===== src/rtl/iefrs_pkg.sv =====
/*
 * Shared constants for the interrupt enable and flag block: register
 * offsets, bit positions, reset values and mode encodings.
 * Assumes a 32-bit APB with byte addresses, one word per register.
 */
package iefrs_pkg;

	// Register byte offsets
	localparam logic [7:0] OFS_ICTL = 8'h00;
	localparam logic [7:0] OFS_PEN = 8'h04;
	localparam logic [7:0] OFS_PFLG = 8'h08;
	localparam logic [7:0] OFS_PWR = 8'h0C;
	localparam logic [7:0] OFS_PPIN = 8'h10;
	localparam logic [7:0] OFS_CFG = 8'h14;

	// Register select codes
	localparam logic [2:0] SEL_ICTL = 3'h0;
	localparam logic [2:0] SEL_PEN = 3'h1;
	localparam logic [2:0] SEL_PFLG = 3'h2;
	localparam logic [2:0] SEL_PWR = 3'h3;
	localparam logic [2:0] SEL_PPIN = 3'h4;
	localparam logic [2:0] SEL_CFG = 3'h5;
	localparam logic [2:0] SEL_NONE = 3'h7;

	// interrupt_control fields
	localparam int ICTL_GIE = 7;
	localparam int ICTL_PGE = 6;
	localparam int ICTL_T0E = 5;
	localparam int ICTL_EXE = 4;
	localparam int ICTL_PCE = 3;
	localparam int ICTL_T0F = 2;
	localparam int ICTL_EXF = 1;
	localparam int ICTL_PCF = 0;

	// Peripheral enable and flag positions
	localparam int PB_NV = 7;
	localparam int PB_ADC = 6;
	localparam int PB_CC = 5;
	localparam int PB_CB = 4;
	localparam int PB_CA = 3;
	localparam int PB_OSC = 2;
	localparam int PB_T2 = 1;
	localparam int PB_T1 = 0;

	// power_reset_status fields
	localparam int PWR_SBO = 4;
	localparam int PWR_POR = 1;
	localparam int PWR_BOR = 0;

	// Configuration register fields
	localparam int CFG_EDGE = 0;
	localparam int CFG_BOM = 1;

	// Reset values
	localparam logic [7:0] ICTL_RST = 8'h00;
	localparam logic [7:0] PEN_RST = 8'h00;
	localparam logic [7:0] PFLG_RST = 8'h00;
	localparam logic [5:0] PPIN_RST = 6'h00;
	localparam logic [2:0] CFG_RST = 3'h3;
	localparam logic SBO_RST = 1'b1;

	// Synchronised inputs
	localparam int PIN_W = 6;
	localparam int SYNC_W = 9;
	localparam int SY_EXT = 0;
	localparam int SY_PORT = 1;
	localparam int SY_CA = 7;
	localparam int SY_CB = 8;
	localparam logic [1:0] SYNC_WARM = 2'h3;

	typedef enum logic [1:0] {
		CC_OFF = 2'b00,
		CC_CAPTURE = 2'b01,
		CC_COMPARE = 2'b10,
		CC_PWM = 2'b11
	} iefrs_ccmode_t;

	typedef enum logic [1:0] {
		BOM_OFF = 2'b00,
		BOM_SW = 2'b01,
		BOM_RUN = 2'b10,
		BOM_ON = 2'b11
	} iefrs_bom_t;

	typedef enum logic {
		AP_IDLE = 1'b0,
		AP_ACK = 1'b1
	} iefrs_apb_t;

endpackage


===== src/rtl/iefrs_sync_if.sv =====
/*
 * Carrier between the pin synchroniser and the flag logic: filtered
 * levels and one-cycle change pulses.
 * Assumes both ends run on the same system clock.
 */
`timescale 1ns/10ps
interface iefrs_sync_if
	import iefrs_pkg::*;
	();
	logic [SYNC_W-1:0] level;
	logic [SYNC_W-1:0] change;
	modport src(output level, output change);
	modport dst(input level, input change);
endinterface


===== src/rtl/iefrs_sync.sv =====
/*
 * Three-stage synchroniser with agreement filter for pin-level inputs.
 * Assumes raw inputs are asynchronous to clk; outputs are on clk.
 */
`timescale 1ns/10ps
module iefrs_sync
	import iefrs_pkg::*;
(
	// Clock, reset, enable
	input wire logic clk,
	input wire logic rst_n,
	input wire logic ce,
	// Raw pins
	input wire logic [SYNC_W-1:0] raw,
	// Filtered result
	iefrs_sync_if.src sy
);

	logic [SYNC_W-1:0] s1;
	logic [SYNC_W-1:0] s2;
	logic [SYNC_W-1:0] s3;
	logic [SYNC_W-1:0] agree;
	logic [1:0] warm;

	assign agree = ~(s2 ^ s3);

	always_ff @(posedge clk) begin
		if (!rst_n) begin
			s1 <= '0;
			s2 <= '0;
			s3 <= '0;
		end else if (ce) begin
			s1 <= raw;
			s2 <= s1;
			s3 <= s2;
		end
	end

	// Pipe fill takes the pin state as baseline, no change pulse
	always_ff @(posedge clk) begin
		if (!rst_n) begin
			warm <= 2'h0;
			sy.level <= '0;
			sy.change <= '0;
		end else if (ce) begin
			if (warm != SYNC_WARM) begin
				warm <= warm + 2'h1;
				sy.level <= s2;
				sy.change <= '0;
			end else begin
				sy.level <= (s2 & agree) | (sy.level & ~agree);
				sy.change <= agree & (s2 ^ sy.level);
			end
		end else begin
			sy.change <= '0;
		end
	end

endmodule


===== src/rtl/iefrs_top.sv =====
/*
 * Interrupt enable and flag logic with reset-status bits and the
 * software brown-out enable, reached over a 32-bit APB slave.
 * Assumes event pulses other than pins and comparators come from logic
 * on SYS_CLK; reset-cause inputs come from the reset controller.
 */
//
// Behaviour
// - Flags set on their event whatever the enables hold.
// - Global enable bit 7 passes unmasked requests, blocks all when 0.
// - Group enable bit 6 must be 1 for peripheral requests.
// - Timer0 overflow flag bit 2, gated by enable bit 5.
// - External pin flag bit 1 on selected edge, enable bit 4.
// - Port-change flag bit 0 on any change of pins 5..0.
// - Port-change request needs enable bit and per-pin enables.
// - Peripheral enables in fixed order bit 7..0, reset 0.
// - Peripheral flags share enable positions, reset 0, read/write.
// - Nonvolatile write flag bit 7 set on completion, sticky.
// - Converter flag bit 6 set on finished conversion, sticky.
// - Capture/compare flag bit 5 by mode; ignored in PWM mode.
// - Comparator flags bits 4 and 3 set on output change.
// - Oscillator fail flag bit 2 on failover to internal oscillator.
// - Timer2 match flag bit 1, timer1 overflow flag bit 0.
// - Power-on clears status bit 1; software writes it to 1.
// - Brown-out clears status bit 0; software writes it to 1.
// - Software brown-out enable acts only when config mode is 01.
// - Unimplemented power-control bits read 0, ignore writes.
`timescale 1ns/10ps
module iefrs_top
	import iefrs_pkg::*;
(
	// Clock, reset, enable
	input wire logic SYS_CLK,
	input wire logic RST_N,
	input wire logic CE,
	// APB slave
	input wire logic PSEL,
	input wire logic PENABLE,
	input wire logic PWRITE,
	input wire logic [7:0] PADDR,
	input wire logic [31:0] PWDATA,
	input wire logic [3:0] PSTRB,
	output logic [31:0] PRDATA,
	output logic PREADY,
	output logic PSLVERR,
	// Core event sources
	input wire logic TIMER0_OVF,
	input wire logic EXT_IRQ_PIN,
	input wire logic [5:0] PORT_A_PINS,
	// Peripheral event sources
	input wire logic NV_WRITE_DONE,
	input wire logic CONVERSION_DONE,
	input wire logic CAPCMP_CAPTURE,
	input wire logic CAPCMP_COMPARE,
	input wire logic [1:0] CAPCMP_MODE,
	input wire logic COMPARATOR_A_OUT,
	input wire logic COMPARATOR_B_OUT,
	input wire logic OSC_FAIL,
	input wire logic TIMER2_MATCH,
	input wire logic TIMER1_OVF,
	// Reset causes
	input wire logic POWER_ON_RESET,
	input wire logic BROWNOUT_RESET,
	// Results
	output logic IRQ,
	output logic BROWNOUT_DETECT_EN
);

	iefrs_sync_if sy();

	iefrs_apb_t apb_state;
	iefrs_apb_t next_apb_state;
	iefrs_ccmode_t cc_mode;
	iefrs_bom_t bo_mode;

	logic [7:0] interrupt_control;
	logic [7:0] peripheral_irq_enables;
	logic [7:0] peripheral_irq_flags;
	logic [5:0] per_pin_change_enables;
	logic [2:0] config_reg;
	logic sw_brownout_enable;
	logic power_on_flag;
	logic brownout_reset_flag;

	logic [2:0] rd_sel;
	logic [2:0] wr_sel;
	logic [7:0] rd_byte;
	logic [7:0] wd;
	logic [7:0] core_set;
	logic [7:0] periph_set;
	logic access_done;
	logic wr_en;
	logic wr_ictl;
	logic wr_pen;
	logic wr_pflg;
	logic wr_pwr;
	logic wr_ppin;
	logic wr_cfg;
	logic ext_edge;
	logic port_change;
	logic capcmp_hit;
	logic core_pend;
	logic periph_pend;
	logic next_irq;
	logic next_bo_en;

	// Map a byte address to a register select code
	function automatic logic [2:0] reg_sel(input logic [7:0] addr);
		case (addr)
			OFS_ICTL: reg_sel = SEL_ICTL;
			OFS_PEN: reg_sel = SEL_PEN;
			OFS_PFLG: reg_sel = SEL_PFLG;
			OFS_PWR: reg_sel = SEL_PWR;
			OFS_PPIN: reg_sel = SEL_PPIN;
			OFS_CFG: reg_sel = SEL_CFG;
			default: reg_sel = SEL_NONE;
		endcase
	endfunction

	// Write merge where a hardware set always beats software
	function automatic logic [7:0] merge(
		input logic [7:0] old,
		input logic wr,
		input logic [7:0] wval,
		input logic [7:0] setv
	);
		merge = (wr ? wval : old) | setv;
	endfunction

	iefrs_sync u_sync (
		.clk(SYS_CLK),
		.rst_n(RST_N),
		.ce(CE),
		.raw({COMPARATOR_B_OUT, COMPARATOR_A_OUT, PORT_A_PINS, EXT_IRQ_PIN}),
		.sy(sy.src)
	);

	assign cc_mode = iefrs_ccmode_t'(CAPCMP_MODE);
	assign bo_mode = iefrs_bom_t'(config_reg[CFG_BOM+1:CFG_BOM]);

	// Bus decode
	assign rd_sel = reg_sel(PADDR);
	assign wr_sel = reg_sel(PADDR);
	assign wd = PWDATA[7:0];
	assign access_done = (apb_state == AP_ACK) && PSEL && PENABLE;
	assign wr_en = access_done && PWRITE && PSTRB[0];
	assign wr_ictl = wr_en && (wr_sel == SEL_ICTL);
	assign wr_pen = wr_en && (wr_sel == SEL_PEN);
	assign wr_pflg = wr_en && (wr_sel == SEL_PFLG);
	assign wr_pwr = wr_en && (wr_sel == SEL_PWR);
	assign wr_ppin = wr_en && (wr_sel == SEL_PPIN);
	assign wr_cfg = wr_en && (wr_sel == SEL_CFG);

	// Event detection
	assign ext_edge = sy.change[SY_EXT] &&
		(sy.level[SY_EXT] == config_reg[CFG_EDGE]);
	assign port_change = |sy.change[SY_PORT+PIN_W-1:SY_PORT];
	assign capcmp_hit = ((cc_mode == CC_CAPTURE) && CAPCMP_CAPTURE) ||
		((cc_mode == CC_COMPARE) && CAPCMP_COMPARE);

	always_comb begin
		core_set = 8'h00;
		core_set[ICTL_T0F] = TIMER0_OVF;
		core_set[ICTL_EXF] = ext_edge;
		core_set[ICTL_PCF] = port_change;
	end

	always_comb begin
		periph_set = 8'h00;
		periph_set[PB_NV] = NV_WRITE_DONE;
		periph_set[PB_ADC] = CONVERSION_DONE;
		periph_set[PB_CC] = capcmp_hit;
		periph_set[PB_CB] = sy.change[SY_CB];
		periph_set[PB_CA] = sy.change[SY_CA];
		periph_set[PB_OSC] = OSC_FAIL;
		periph_set[PB_T2] = TIMER2_MATCH;
		periph_set[PB_T1] = TIMER1_OVF;
	end

	// Read mux
	always_comb begin
		rd_byte = 8'h00;
		case (rd_sel)
			SEL_ICTL: rd_byte = interrupt_control;
			SEL_PEN: rd_byte = peripheral_irq_enables;
			SEL_PFLG: rd_byte = peripheral_irq_flags;
			SEL_PWR: begin
				rd_byte[PWR_SBO] = sw_brownout_enable;
				rd_byte[PWR_POR] = power_on_flag;
				rd_byte[PWR_BOR] = brownout_reset_flag;
			end
			SEL_PPIN: rd_byte = {2'h0, per_pin_change_enables};
			SEL_CFG: rd_byte = {5'h00, config_reg};
			default: rd_byte = 8'h00;
		endcase
	end

	// Bus state machine: one wait state per transfer
	always_comb begin
		next_apb_state = apb_state;
		case (apb_state)
			AP_IDLE: begin
				if (PSEL && PENABLE) begin
					next_apb_state = AP_ACK;
				end
			end
			AP_ACK: begin
				next_apb_state = AP_IDLE;
			end
			default: begin
				next_apb_state = AP_IDLE;
			end
		endcase
	end

	always_ff @(posedge SYS_CLK) begin
		if (!RST_N) begin
			apb_state <= AP_IDLE;
		end else if (CE) begin
			apb_state <= next_apb_state;
		end
	end

	// Answer registers
	always_ff @(posedge SYS_CLK) begin
		if (!RST_N) begin
			PREADY <= 1'b0;
			PRDATA <= 32'h0000_0000;
			PSLVERR <= 1'b0;
		end else if (CE) begin
			if (apb_state == AP_IDLE && PSEL && PENABLE) begin
				PREADY <= 1'b1;
				PSLVERR <= (rd_sel == SEL_NONE);
				PRDATA <= PWRITE ? 32'h0000_0000 : {24'h00_0000, rd_byte};
			end else begin
				PREADY <= 1'b0;
				PSLVERR <= 1'b0;
				PRDATA <= 32'h0000_0000;
			end
		end
	end

	// Interrupt control: enables plain, flags sticky
	always_ff @(posedge SYS_CLK) begin
		if (!RST_N) begin
			interrupt_control <= ICTL_RST;
		end else if (CE) begin
			interrupt_control <= merge(interrupt_control, wr_ictl, wd, core_set);
		end
	end

	// Peripheral enables
	always_ff @(posedge SYS_CLK) begin
		if (!RST_N) begin
			peripheral_irq_enables <= PEN_RST;
		end else if (CE && wr_pen) begin
			peripheral_irq_enables <= wd;
		end
	end

	// Peripheral flags, cleared only by RST_N or a software write
	always_ff @(posedge SYS_CLK) begin
		if (!RST_N) begin
			peripheral_irq_flags <= PFLG_RST;
		end else if (CE) begin
			peripheral_irq_flags <= merge(peripheral_irq_flags, wr_pflg, wd, periph_set);
		end
	end

	// Per-pin change enables
	always_ff @(posedge SYS_CLK) begin
		if (!RST_N) begin
			per_pin_change_enables <= PPIN_RST;
		end else if (CE && wr_ppin) begin
			per_pin_change_enables <= wd[PIN_W-1:0];
		end
	end

	// Edge select and brown-out mode
	always_ff @(posedge SYS_CLK) begin
		if (!RST_N) begin
			config_reg <= CFG_RST;
		end else if (CE && wr_cfg) begin
			config_reg <= wd[2:0];
		end
	end

	// Software brown-out enable; only bit 4 of the word is kept
	always_ff @(posedge SYS_CLK) begin
		if (!RST_N) begin
			sw_brownout_enable <= SBO_RST;
		end else if (CE && wr_pwr) begin
			sw_brownout_enable <= wd[PWR_SBO];
		end
	end

	// Reset-status bits survive RST_N; the reset cause wins over software
	always_ff @(posedge SYS_CLK) begin
		if (POWER_ON_RESET) begin
			power_on_flag <= 1'b0;
		end else if (CE && wr_pwr) begin
			power_on_flag <= wd[PWR_POR];
		end
	end

	always_ff @(posedge SYS_CLK) begin
		if (BROWNOUT_RESET) begin
			brownout_reset_flag <= 1'b0;
		end else if (CE && wr_pwr) begin
			brownout_reset_flag <= wd[PWR_BOR];
		end
	end

	// Request combining
	always_comb begin
		core_pend = (interrupt_control[ICTL_T0E] && interrupt_control[ICTL_T0F]) ||
			(interrupt_control[ICTL_EXE] && interrupt_control[ICTL_EXF]) ||
			(interrupt_control[ICTL_PCE] && (|per_pin_change_enables) &&
			interrupt_control[ICTL_PCF]);
		periph_pend = interrupt_control[ICTL_PGE] &&
			(|(peripheral_irq_enables & peripheral_irq_flags));
		next_irq = interrupt_control[ICTL_GIE] && (core_pend || periph_pend);
	end

	always_ff @(posedge SYS_CLK) begin
		if (!RST_N) begin
			IRQ <= 1'b0;
		end else if (CE) begin
			IRQ <= next_irq;
		end
	end

	// Brown-out detector enable by configured mode
	always_comb begin
		case (bo_mode)
			BOM_OFF: next_bo_en = 1'b0;
			BOM_SW: next_bo_en = sw_brownout_enable;
			BOM_RUN: next_bo_en = 1'b1;
			BOM_ON: next_bo_en = 1'b1;
			default: next_bo_en = 1'b0;
		endcase
	end

	always_ff @(posedge SYS_CLK) begin
		if (!RST_N) begin
			BROWNOUT_DETECT_EN <= 1'b0;
		end else if (CE) begin
			BROWNOUT_DETECT_EN <= next_bo_en;
		end
	end

endmodule


===== config.mk =====
export PLATFORM = sky130hd
export DESIGN_NAME = iefrs_top
export DESIGN_NICKNAME = d
export VERILOG_FILES = /design/src/rtl/iefrs_pkg.sv /design/src/rtl/iefrs_sync_if.sv /design/src/rtl/iefrs_sync.sv /design/src/rtl/iefrs_top.sv
export SDC_FILE = /design/constraint.sdc
export NUM_CORES = 1
export LEC_CHECK = 0
export BUFFER_PORTS_ARGS = -buffer_cell sky130_fd_sc_hd__buf_2
export CAP_MARGIN = 10
export CORE_AREA = 2 2 115 117
export CTS_BUF_LIST = sky130_fd_sc_hd__clkbuf_4 sky130_fd_sc_hd__clkbuf_8
export CTS_CLUSTER_DIAMETER = 100
export DETAILED_ROUTE_END_ITERATION = 6
export DIE_AREA = 0 0 117 119
export GPL_ROUTABILITY_DRIVEN = 0
export PLACE_DENSITY_LB_ADDON = 0.1
export SYNTH_ARGS = -nofsm -noshare
export SYNTH_HDL_FRONTEND = slang
export SYNTH_SLANG_ARGS = --single-unit

===== constraint.sdc =====
create_clock -name SYS_CLK -period 3.8 [get_ports SYS_CLK]
set_input_delay 0.57 -clock SYS_CLK [delete_from_list [all_inputs] [get_ports SYS_CLK]]
set_output_delay 0.57 -clock SYS_CLK [all_outputs]
set_load 0.02 [all_outputs]

# ---- Word-level counts from Yosys, hierarchy flattened
# Cells that the tools add are included.
dict set report totals {
  regBits 120
  in_bits 71
  output_inout_bits 36
}
dict set report classes {
  n_addsub 1
  n_eq_ne 18
  muxes 15
  bitwise_logic 14
  reduce_logical 39
}
# op count
set ops {}
lappend ops {{two-way mux 8 bit} 4}
lappend ops {{AND 9 bit} 3}
lappend ops {{logical AND 1 bit} 26}
lappend ops {{inverter 9 bit} 2}
lappend ops {{case mux 3 bit (6 select lines)} 1}
lappend ops {{bitwise XOR 9 bit} 2}
lappend ops {{== test 8 x 4 -> 1 bit (second input constant)} 2}
lappend ops {{== test 8 x 5 -> 1 bit (second input constant)} 2}
lappend ops {{case mux 2 bit (6 select lines)} 1}
lappend ops {{case mux 3 bit (4 select lines)} 1}
lappend ops {{OR reduction 6 bit} 2}
lappend ops {{case mux 2 bit (5 select lines)} 1}
lappend ops {{== test 3 bit (second input constant)} 3}
lappend ops {{two-way mux 9 bit} 1}
lappend ops {{bitwise OR 9 bit} 1}
lappend ops {{AND 8 bit} 1}
lappend ops {{== test 8 x 3 -> 1 bit (second input constant)} 1}
lappend ops {{zero test 8 bit} 1}
lappend ops {{bitwise OR 8 x 3 -> 8 bit} 1}
lappend ops {{bitwise OR 8 bit} 1}
lappend ops {{OR reduction 8 bit} 1}
lappend ops {{== test 2 bit (second input constant)} 3}
lappend ops {{== test 3 x 2 -> 1 bit (second input constant)} 2}
lappend ops {{case mux 1 bit (5 select lines)} 1}
lappend ops {{other kinds (15)} 23}

# ---- Longest topological paths before layout
# Gate-level depths: netlist (run 1).
dict set report logic_depth {
  word_depth 7
  ltp_mapped 11
}

# ---- By module
# From an unflattened synthesis (run 1), not the netlist that was laid out.
dict set report hier_totals {
  cells_unflattened 578
  area_unflattened_um2 4986.0
}
# mod instances cells_per_inst area_each_um2 seq_area_each_um2
set modules_own_cells {}
lappend modules_own_cells {iefrs_top 1 376 3016.6 980.9}
lappend modules_own_cells {iefrs_sync 1 202 1969.4 940.9}

# ---- Least setup slack after synthesis (run 1)
# No wires, ideal clock.
dict set report synth_timing {
  path_kind {input to register}
  startpoint {in PADDR[1]}
  endpoint {reg peripheral_irq_flags[0]}
  arrival_ns 2.772
  slack_ns 0.909
  cell_stages 10
  path_buffers 2
  path_cell_list {or3_1 buf_6 nor2_1 nand2_1 ha_1 clkbuf_1 nor3_2 nor4b_1 nand2_1 o221a_2}
}
dict set report synth_via {
  elab_chain_len 6
  elab_cells_between_ends 11
  cone_classes {eq/ne: 6; mux: 2; bitwise: 1; reduce/logical: 2}
}
# item line
set synth_rtl {}
lappend synth_rtl {{from (decl)} iefrs_top.sv:40} ;# input wire logic [7:0] PADDR,
lappend synth_rtl {{== test 8 x 5 -> 1 bit, or another cell as far along} iefrs_top.sv:109} ;# case (addr)
lappend synth_rtl {{case mux 3 bit (6 select lines) *} iefrs_top.sv:109}
lappend synth_rtl {{== test 3 x 2 -> 1 bit *} iefrs_top.sv:149} ;# assign wr_pflg = wr_en && (wr_sel == SEL_PFLG);
lappend synth_rtl {{logical AND 1 bit *} iefrs_top.sv:149}
lappend synth_rtl {{two-way mux 8 bit *} iefrs_top.sv:127} ;# merge = (wr ? wval : old) | setv;
lappend synth_rtl {{bitwise OR 8 bit *} iefrs_top.sv:127}
lappend synth_rtl {{to (signal assigned)} iefrs_top.sv:266} ;# peripheral_irq_flags <= merge(peripheral_irq_flags, wr_pflg, wd, periph_set);
lappend synth_rtl {{to (decl)} iefrs_top.sv:78} ;# logic [7:0] peripheral_irq_flags;
# Mark *: on every way between the ends. The rest lies on a longest branch, timed or not.
# A chain may end at the register's enable or synchronous reset.

# ---- Worst setup path after layout (run 1)
# Ends and elaborated chain as after synthesis.

==> summary.md, run 1 <==
| Metric | Value |
|---|---|
| TritonCTS Buffers | 9 |
| DP Area | 0.00511 mm^2 |
| DRC | 0 |
| XOR/XNOR Fraction of Synth Area | 0.368% |
| Fin. max-slew vios | 0 |
| DR WL/cell | 15.4 um |
| Most common library cell in the layout ignoring fill and taps | dfxtp_1 |
| Final Util | 41.5% |
| Synth Area in Compound Gates | 17.3% |
| Final Hold Viols | 0 |
| Final period utilization | 78.6% |
| Area grow syn2layout | 12.3% |
| Drt total wl | 11.8 mm |
| Row count | 42 |
| Clock root buffer | clkbuf_8 |
| Yosys warnings | 0 |
| Worst slew pin tran | 0.676 ns |
| Filler Cell Count | 1331 |
| CP Class | primary input to flip-flop |
| Dominant synthesized flop cell | dfxtp_1 |
| WP depth | 9 |
| Clk sinks | 96 |
| Core Box Area | 0.0129 mm^2 |
| Drt pass-1 iters | 6 |
| Syn avg cell area | 8.80 um^2 |
| Largest net degree at the start of global routing | 42 |
| Flops & latches, synth | 96 |
| Mux cell area share after synthesis | 11.8% |
| Share of cells above drive strength 1 | 17.4% |
| CP max stage delay | 0.52 ns |
| Vias in the first global route | 3713 |
| Switching pwr | 501 uW |
| Clock Power Share | 38.7% |
| # hold bufs at CTS | 0 |
| Clk_lat worst skew | 0.37 ns |
| Dpl hpwl | 8.56 mm |
| Largest family of logic cells by synthesized area | simple AND/OR/NAND/NOR gates |
| Status | complete, no violations |
| Crit path max-delay family | simple AND/OR/NAND/NOR gates |
| Ordered cell list for the critical path | buf_2 > or3_1 > nor2_1 > nand2_1 > ha_1 > nor3_2 > nor4b_1 > nand2_1 > o221a_2 |
| Unrepaired setup endpoints after global routing | no |
| Initial antenna violation count | 0 |
| Crit. End Element | flip-flop |
| Post-Synth Simple-Gate Area | 21.7% |
| Post-Route Setup TNS | 0 ns |
| CP Launch Type | primary input |
| Initial core utilization | 36.9% |
| Rel. slew slack | 54.9% |
| Synth Instances | 540 |
| Synth unique cells | 65 |
| Sequential share of the synthesized area | 40.4% |
| Resize count post-CTS | 0 |
| Adder-cell area share of the yosys netlist | 0.789% |
| Overflow left after global routing | 0 |
| CTS tree | yes |
| Int Power | 1500 uW |
| CP max FO | 12 |
| Die X | 117 um |
| Final antenna-violating net count | 0 |
| Fin area | 0.00534 mm^2 |
| Initial DRC Count | 264 |
| Vias/cell | 5.05 |
| Reg2Reg Depth | 5 |
| Overall Power | 2000 uW |
| Via count | 3882 |
| Pwr dens | 375 mW/mm^2 |
| Post-synth EDFFs | 0 |
| Min cycle time layout | 2.99 ns |
| Asr flop ratio synth | 0% |
| Die Area | 0.0139 mm^2 |
| Cell Area, Synth | 0.00475 mm^2 |
| Arr. time, crit path | 3.25 ns |
| WP buf/inv | 1 |
| Antenna fix cells | 0 |
| Hold path cells | 2 |
| LEAKAGE | 0.00207 uW |
| Port Buf Inserts | 55 |
| Global-route wire length before repair | 18.9 mm |
| Hold Path Class | primary input to flip-flop |
| Setup bufs post-CTS | 0 |
| Worst vdd ir | 0.199 mV |
| Sequential cell area | 0.00192 mm^2 |
| Final #Nets | 662 |
| Die span in y | 119 um |
| CTS H-tree lvls | 3 |
| Worst EP required | 4.06 ns |
| Layout Skew | 0.0172 ns |
| Reg power frac | 52.3% |
| Slowest CP cell | or3_1 |
| GRT Util Overall | 17.6% |
| Gate power share | 8.9% |
| CTS clk-pin slew, worst paths | 0.10 ns |
| Area of the multi-input gates | 0.00256 mm^2 |
| Switching Share | 25.0% |
| FMAX | 335 MHz |
| # IOs | 107 |
| Most frequent cells in the layout | 96 x dfxtp_1, 60 x nand2_1, 56 x mux2i_1 |
| Cell mode on critical path | nand2_1 |
| Clk buf depth | 2 |
| Final setup viols | 0 |
| MaxCap Viol Count | 0 |
worst paths after layout:
kind,start,endpoint,slack [ns]
worst max-delay path,PADDR[1],peripheral_irq_flags[0],0.81
worst min-delay path,BROWNOUT_RESET,brownout_reset_flag,0.34
worst max register to register,apb_state,peripheral_irq_flags[0],1.85
worst min register to register,PRDATA[6],PRDATA[6],0.46
metal layers:
metal | GRT usage (%) | share of wire, % | routed length (um) | up-vias
met3 | 4.38 | 6.3 | 751 | 20
met5 | 0 | 0 | 0 | -
li1 | - | - | - | 1941
met1 | 22.5 | 45 | 5300 | 1788
met2 | 28.1 | 46 | 5470 | 133
met4 | 7.28 | 2.6 | 312 | 0
stage by stage:
step                      hold WS [ns]  instances  worst slack (ns)
after global placement           0.431        753             0.543
after global routing             0.323        769             0.644
after floorplan                  0.416        563             0.909
after detailed placement         0.437        753             0.480
final                            0.339        769             0.814
after CTS                        0.315        769             0.875
cell usage after synthesis (all sizes together) (6+ instances only):
| cell type | n | area [um^2] |
|---|---|---|
| nand2 | 61 | 231 |
| a21oi | 30 | 161 |
| nor2 | 39 | 146 |
| o21ai | 18 | 90.1 |
| o221a | 7 | 78.8 |
| clkbuf | 19 | 71.3 |
| or2 | 9 | 56.3 |
| buf | 29 | 209 |
| a21boi | 12 | 90.1 |
| nor3 | 6 | 51.3 |
| inv | 20 | 75.1 |
| nor2b | 52 | 325 |
| o21a | 9 | 67.6 |
| dfxtp | 96 | 1920 |
| mux2i | 56 | 561 |
power groups by stage:
stage          Sequential [uW]  Clock (uW)  Combinational, uW
5_1_grt                   1050         850                200
3_5_place_dp              1070           0                180
2_1_floorplan             1070           0                139
3_3_place_gp              1070           0                177
4_1_cts                   1050         804                180
6_report                  1050         775                179
area by class of cell:
type / count / area share (%)
Multi-Input combinational cell: 399 / 48.0
Sequential cell: 96 / 36.0
Timing Repair Buffer: 62 / 6.14
Tap cell: 176 / 4.12
Clock buffer: 11 / 2.72
Clock inverter: 5 / 1.62
Inverter: 20 / 1.41
kinds of logic after synthesis:
family	after synthesis
compound gates	118
xor+xnor	2
fa+ha+maj	3
buf+inv	68
flops	96
mux	56
other cells	1
simple gates	196
No activity file was read; power rests on OpenSTA's default activity.
==> inputs of run 2 (changes only) <==
--- a/config.mk
+++ b/config.mk
@@ -5,6 +5,7 @@
 export SDC_FILE = /design/constraint.sdc
 export NUM_CORES = 1
 export LEC_CHECK = 0
+export ABC_AREA = 1
 export BUFFER_PORTS_ARGS = -buffer_cell sky130_fd_sc_hd__buf_2
 export CAP_MARGIN = 10
 export CORE_AREA = 2 2 115 117
==> constraint.sdc (replaced) <==
create_clock -name SYS_CLK -period 2.4 [get_ports SYS_CLK]
set_input_delay 0.36 -clock SYS_CLK [delete_from_list [all_inputs] [get_ports SYS_CLK]]
set_output_delay 0.36 -clock SYS_CLK [all_outputs]
set_load 0.02 [all_outputs]
==> run 2 against run 1 <==
Synthesized cell count increased by 24%. Critical endpoint is now per_pin_change_enables[5]. Total power increased by 52%. Wire length increased by 6.3%. Sequential power increased by 57%. Critical path type unchanged. Combinational power increased by 55%. Setup slack got worse by 0.30 ns.
==> summary.md, run 2 <==
| Metric | Value |
|---|---|
| Status | complete, no violations (unchanged) |
| Drt total wl | 12.6 mm (was 11.8 mm) |
| CP Launch Type | primary input (unchanged) |
| Final antenna-violating net count | 0 (unchanged) |
| Reg power frac | 54.5% (was 52.3%) |
| Initial core utilization | 36.5% (was 36.9%) |
| Syn avg cell area | 7.00 um^2 (was 8.80 um^2) |
| Unrepaired setup endpoints after global routing | no (unchanged) |
| Share of cells above drive strength 1 | 16.8% (was 17.4%) |
| Area fraction of the dominant cell type after synthesis | 40.9% (was 40.4%) |
| Clock root buffer | clkbuf_8 (unchanged) |
| Initial antenna violation count | 0 (unchanged) |
| CP max stage delay | 0.24 ns (was 0.52 ns) |
| Post-Route Setup TNS | 0 ns (unchanged) |
| DR WL/cell | 13.7 um (was 15.4 um) |
| Global-route wire length before repair | 20.8 mm (was 18.9 mm) |
| Final Util | 41.6% (was 41.5%) |
| Synth unique cells | 37 (was 65) |
| Register-to-register setup slack | 0.65 ns (was 1.85 ns) |
| Via count | 4325 (was 3882) |
| Worst EP required | 2.66 ns (was 4.06 ns) |
| Reg2reg end | peripheral_irq_enables[1] (was peripheral_irq_flags[0]) |
| Synth Area in Compound Gates | 15.6% (was 17.3%) |
| CP max FO | 12 (unchanged) |
| Most common library cell in the layout ignoring fill and taps | nand2_1 (was dfxtp_1) |
| CTS H-tree lvls | 3 (unchanged) |
| Row count | 42 (unchanged) |
| Rel. slew slack | 57.3% (was 54.9%) |
| Dominant synthesized flop cell | dfxtp_1 (unchanged) |
| Yosys warnings | 0 (unchanged) |
| Antenna fix cells | 0 (unchanged) |
| Worst vdd ir | 0.344 mV (was 0.199 mV) |
| Arr. time, crit path | 2.15 ns (was 3.25 ns) |
| Die span in y | 119 um (unchanged) |
| Asr flop ratio synth | 0% (unchanged) |
| Reg2Reg Depth | 8 (was 5) |
| Hold path cells | 2 (unchanged) |
| Fin. max-slew vios | 0 (unchanged) |
| Synth area leaders | dfxtp_1 41%, nand2_1 14%, inv_1 5.9%, nor2_1 5.4%, a21oi_1 4.4% (was dfxtp_1 40%, mux2i_1 12%, nor2b_1 6.8%, nand2_1 4.7%, buf_4 3.8%) |
| Worst slew pin tran | 0.639 ns (was 0.676 ns) |
| # hold bufs at CTS | 0 (unchanged) |
| Pwr dens | 567 mW/mm^2 (was 375 mW/mm^2) |
| LEAKAGE | 0.00246 uW (was 0.00207 uW) |
| Vias/cell | 4.72 (was 5.05) |
| XOR/XNOR Fraction of Synth Area | 0% (was 0.368%) |
| Die Area | 0.0139 mm^2 (unchanged) |
| MaxCap Viol Count | 0 (unchanged) |
| Clk_lat worst skew | 0.37 ns (about the same) |
| Vias in the first global route | 4160 (was 3713) |
| GRT Util Overall | 19.4% (was 17.6%) |
| Min cycle time layout | 1.89 ns |
| Final period utilization | 78.7% |
| Int Power | 2230 uW (was 1500 uW) |
| Mux cell area share after synthesis | 0% (was 11.8%) |
| Clk buf depth | 2 (unchanged) |
| # IOs | 107 (unchanged) |
| Clk sinks | 96 (unchanged) |
| Initial DRC Count | 195 (was 264) |
| Hold Path Class | primary input to flip-flop (unchanged) |
| Reg2reg start | apb_state (unchanged) |
| TritonCTS Buffers | 9 (unchanged) |
| Post-synth EDFFs | 0 (unchanged) |
| Most frequent cells in the layout | 175 x nand2_1, 96 x dfxtp_1, 74 x inv_1 (was 96 x dfxtp_1, 60 x nand2_1, 56 x mux2i_1) |
| Adder-cell area share of the yosys netlist | 0.799% (was 0.789%) |
| Core Box Area | 0.0129 mm^2 (unchanged) |
| Overflow left after global routing | 0 (unchanged) |
| Area grow syn2layout | 14.0% (was 12.3%) |
| Cell Area, Synth | 0.00470 mm^2 (was 0.00475 mm^2) |
| Yosys top cell by area | dfxtp_1 (unchanged) |
| CTS clk-pin slew, worst paths | 0.09 ns (was 0.10 ns) |
| Post-synth top cells | 175 x nand2_1, 96 x dfxtp_1, 74 x inv_1 (was 96 x dfxtp_1, 60 x nand2_1, 56 x mux2i_1) |
| Crit. End Element | flip-flop (unchanged) |
| Beginning of the worst hold path | POWER_ON_RESET (was BROWNOUT_RESET) |
| Most instantiated library cell after synthesis | nand2_1 (was dfxtp_1) |
| Slowest CP cell | ha_1 (was or3_1) |
| Post-Synth Simple-Gate Area | 30.3% (was 21.7%) |
| Flops & latches, synth | 96 (unchanged) |
| Die X | 117 um (unchanged) |
| Port Buf Inserts | 55 (unchanged) |
| Resize count post-CTS | 0 (unchanged) |
| Switching Share | 26.6% (was 25.0%) |
| Clock Power Share | 36.4% (was 38.7%) |
| Setup bufs post-CTS | 0 (unchanged) |
| Hold Path Sink | power_on_flag (was brownout_reset_flag) |
| Sequential share of the synthesized area | 40.9% (was 40.4%) |
| CTS tree | yes (unchanged) |
| FMAX | 530 MHz |
| Synth Instances | 671 (was 540) |
| CP Class | primary input to flip-flop (unchanged) |
| Final setup viols | 0 (unchanged) |
| DRC | 0 (unchanged) |
| Final Hold Viols | 0 (unchanged) |
| Largest family of logic cells by synthesized area | simple AND/OR/NAND/NOR gates (unchanged) |
| Dpl hpwl | 9.45 mm (was 8.56 mm) |
| Switching pwr | 806 uW (was 501 uW) |
| Drt pass-1 iters | 5 (was 6) |
| Gate power share | 9.2% (was 8.9%) |
| Layout Skew | 0.00672 ns (was 0.0172 ns) |
| Ordered cell list for the critical path | buf_2 > nor2_1 > nand2_1 > inv_2 > nand2_2 > ha_1 > nand2_2 > nand4_2 > nor2_2 > nand2_1 > o21ai_0 > a21oi_1 (was buf_2 > or3_1 > nor2_1 > nand2_1 > ha_1 > nor3_2 > nor4b_1 > nand2_1 > o221a_2) |
| Largest net degree at the start of global routing | 41 (was 42) |
| Final #Nets | 809 (was 662) |
run 2: stage by stage:
stage / power (uW) / area [um^2] / cells / hold slack [ns] / setup WS [ns]
2_1_floorplan: 1890 / 4780 / 694 / 0.422 / 0.466
3_3_place_gp: 1960 / 5150 / 900 / 0.434 / 0.152
3_5_place_dp: 1970 / 5150 / 900 / 0.439 / 0.125
4_1_cts: 3080 / 5350 / 916 / 0.129 / 0.526
5_1_grt: 3190 / 5350 / 916 / 0.127 / 0.289
6_report: 3040 / 5350 / 916 / 0.142 / 0.512
run 2: cells by family (layout without fill, tap and decap cells):
kind of cell,after synthesis,after routing
AOI/OAI and AO/OA,129,129
other,1,24
adders and majority gates,3,3
buffers and inverters,126,172
and+or+nand+nor,316,316
DFF,96,96
run 2: final cells by class:
cell class	count	area, um^2
fillers	1348	7520
repair buffers	73	410
clock buffers	10	138
multi-input cells	472	2280
clock inverters	6	67.6
flip-flops and latches	96	1920
well taps	176	220
inverters	83	312
run 2: per-layer routing:
layer / vias to the layer above / track usage, % / wire, um
li1: 2236 / - / -
met1: 1976 / 23.9 / 5540
met2: 93 / 33.0 / 6250
met3: 20 / 4.89 / 483
met4: 0 / 6.10 / 307
met5: - / 0 / 0
run 2: worst max-delay path by stage:
stage,start,endpoint,slack [ns]
after floorplan,PADDR[6],per_pin_change_enables[1],0.47
after global placement,PADDR[7],per_pin_change_enables[5],0.15
after detailed placement,PADDR[7],per_pin_change_enables[5],0.12
after CTS,PADDR[4],per_pin_change_enables[5],0.53
after global routing,PADDR[4],per_pin_change_enables[0],0.29
final,PADDR[4],per_pin_change_enables[5],0.51
run 2: power groups by stage:
| stage | Combinational (uW) | Sequential, uW | Clock [uW] |
|---|---|---|---|
| detailed placement | 280 | 1690 | 0 |
| global route | 314 | 1660 | 1220 |
| global placement | 275 | 1690 | 0 |
| floorplan | 200 | 1690 | 0 |
| finish | 278 | 1650 | 1100 |
| CTS | 281 | 1650 | 1150 |
run 2: critical path, delay by kind of cell:
kind            cells  cell delay (ns)
compound gates      2             0.29
fa+ha+maj           1             0.24
buf+inv             2             0.21
simple gates        7             1.04
==> inputs of run 3 (changes only) <==
==> constraint.sdc (replaced) <==
create_clock -name SYS_CLK -period 1.9 [get_ports SYS_CLK]
set_input_delay 0.285 -clock SYS_CLK [delete_from_list [all_inputs] [get_ports SYS_CLK]]
set_output_delay 0.285 -clock SYS_CLK [all_outputs]
set_load 0.02 [all_outputs]
==> run 3 against run 2 <==
Critical path depth increased by 2. Register-to-register slack worse by 0.44 ns. Wire length increased by 2.0%. Largest cell class unchanged. Total power up 33%. Clock-buffer cell count increased by 2. Die area did not move. Via count grew 1.0%. First-iteration DRC count grew 18%. Sequential power is 27% higher. Clock power up 44%. Core utilization rose by 1.7 points. Highest routed layer unchanged. Combinational power rose by 33%.
==> summary.md, run 3 (same netlist as run 2, synthesis figures left out) <==
| Metric | Value |
|---|---|
| Layout Skew | 0.0118 ns (was 0.00672 ns) |
| Final worst slack | 0.157 ns (was 0.512 ns) |
| Global-route wire length before repair | 20.5 mm (was 20.8 mm) |
| Initial DRC Count | 230 (was 195) |
| Via count | 4369 (was 4325) |
| Area of the multi-input gates | 0.00229 mm^2 (was 0.00228 mm^2) |
| Drt total wl | 12.8 mm (was 12.6 mm) |
| Switching Share | 25.4% (was 26.6%) |
| Final setup viols | 0 (unchanged) |
| Final antenna-violating net count | 0 (unchanged) |
| Sequential cell area | 0.00192 mm^2 (unchanged) |
| DR WL/cell | 13.7 um (about the same) |
| Filler Cell Count | 1366 (was 1348) |
| Status | complete, no violations (unchanged) |
| Vias in the first global route | 4078 (was 4160) |
| Dpl hpwl | 9.72 mm (was 9.45 mm) |
| MaxCap Viol Count | 0 (unchanged) |
| Pwr dens | 724 mW/mm^2 (was 567 mW/mm^2) |
| Core Box Area | 0.0129 mm^2 (unchanged) |
| Fin area | 0.00558 mm^2 (was 0.00535 mm^2) |
| Row count | 42 (unchanged) |
| Hold Path Class | primary input to flip-flop (unchanged) |
| FMAX | 574 MHz |
| Int Power | 3010 uW (was 2230 uW) |
| Die span in y | 119 um (unchanged) |
| TritonCTS Buffers | 9 (unchanged) |
| Clock root buffer | clkbuf_8 (unchanged) |
| CP Class | primary input to flip-flop (unchanged) |
| CP Launch Type | primary input (unchanged) |
| Final period utilization | 91.7% |
| Clock Power Share | 39.1% (was 36.4%) |
| Setup bufs post-CTS | 0 (unchanged) |
| Clk sinks | 96 (unchanged) |
| Worst EP required | 2.19 ns (was 2.66 ns) |
| Fin. max-slew vios | 0 (unchanged) |
| Reg power frac | 51.8% (was 54.5%) |
| Port Buf Inserts | 55 (unchanged) |
| Most common library cell in the layout ignoring fill and taps | nand2_1 (unchanged) |
| Die X | 117 um (unchanged) |
| Gate power share | 9.2% (about the same) |
| Drt pass-1 iters | 4 (was 5) |
| Min cycle time layout | 1.74 ns |
| Post-Layout Cell Count | 937 (was 916) |
| Vias/cell | 4.66 (was 4.72) |
| Clk_lat worst skew | 0.38 ns (was 0.37 ns) |
| DRC | 0 (unchanged) |
| Final #Nets | 830 (was 809) |
| CTS H-tree lvls | 3 (unchanged) |
| Initial core utilization | 36.5% (unchanged) |
| CP max FO | 5 (was 12) |
| Overflow left after global routing | 0 (unchanged) |
| Area grow syn2layout | 18.7% (was 14.0%) |
| Final Hold Viols | 0 (unchanged) |
| DP Worst Slack | -0.254 ns (was 0.125 ns) |
| Initial antenna violation count | 0 (unchanged) |
| Share of cells above drive strength 1 | 19.4% (was 16.8%) |
| Final Util | 43.3% (was 41.6%) |
| Arr. time, crit path | 2.04 ns (was 2.15 ns) |
| CTS tree | yes (unchanged) |
| DP Area | 0.00533 mm^2 (was 0.00515 mm^2) |
| Largest net degree at the start of global routing | 41 (unchanged) |
| # IOs | 107 (unchanged) |
| GRT Util Overall | 19.4% (about the same) |
| Crit. End Element | flip-flop (unchanged) |
| Die Area | 0.0139 mm^2 (unchanged) |
| Clk buf depth | 2 (unchanged) |
| Unrepaired setup endpoints after global routing | no (unchanged) |
| Antenna fix cells | 0 (unchanged) |
| Most frequent cells in the layout | 174 x nand2_1, 96 x dfxtp_1, 74 x inv_1 (was 175 x nand2_1, 96 x dfxtp_1, 74 x inv_1) |
| LEAKAGE | 0.00259 uW (was 0.00246 uW) |
| Cells after DPL | 921 (was 900) |
| Switching pwr | 1020 uW (was 806 uW) |
| Worst vdd ir | 0.584 mV (was 0.344 mV) |
| CTS clk-pin slew, worst paths | 0.10 ns (was 0.09 ns) |
| Overall Power | 4040 uW (was 3040 uW) |
run 3: stage by stage:
step	hold WS (ns)	setup TNS, ns
6_report	0.0622	0
5_1_grt	0.0501	0
2_1_floorplan	0.363	0
3_3_place_gp	0.434	-4.57
3_5_place_dp	0.440	-5.86
4_1_cts	0.0419	0
run 3: final cells by class:
| type | count | area share, % |
|---|---|---|
| Multi-Input combinational cell | 472 | 41.1 |
| Clock inverter | 4 | 1.37 |
| Inverter | 83 | 5.59 |
| Tap cell | 176 | 3.95 |
| Timing Repair Buffer | 94 | 10.6 |
| Sequential cell | 96 | 34.5 |
| Clock buffer | 12 | 2.85 |
run 3: metal layers:
layer | global-route usage [%] | vias to the layer above | share of wire, %
li1 | - | 2277 | -
met1 | 23.9 | 1993 | 44
met2 | 33.6 | 84 | 50
met4 | 7.35 | 0 | 2.2
met5 | 0 | - | 0
met3 | 2.95 | 15 | 3.6
run 3: timing repair:
item,in CTS,in global routing
setup endpoints to repair,0,8
hold endpoints to repair,0,0
hold buffers,0,0
gates resized for setup,0,3
run 3: power by group through the flow:
| stage | sequential (uW) | combinational (uW) | clock [uW] |
|---|---|---|---|
| final | 2090 | 370 | 1580 |
| after global routing | 2100 | 412 | 1690 |
| after CTS | 2090 | 375 | 1620 |
| after detailed placement | 2140 | 374 | 0 |
| after global placement | 2130 | 367 | 0 |
| after floorplan | 2130 | 252 | 0 |
run 3: final timing paths:
kind                                startpoint                        end  slack, ns  cells past startpoint
worst max register to register       apb_state  peripheral_irq_enables[3]       0.21                      8
worst max-delay path                  PADDR[7]       interrupt_control[1]       0.16                     14
worst min register to register       PRDATA[5]                  PRDATA[5]       0.46                      2
worst min-delay path            BROWNOUT_RESET        brownout_reset_flag       0.06                      2
run 3: critical path, stage by stage:
cell,delay (ns)
buf_2,0.11
inv_1,0.04
nand2_1,0.06
nor2_1,0.17
nand2_4,0.06
ha_1,0.25
nand2_2,0.16
nand4_2,0.17
nor2_2,0.25
nand2_1,0.15
a21oi_1,0.17
nand2_1,0.06
nand2_1,0.05
inv_1,0.03
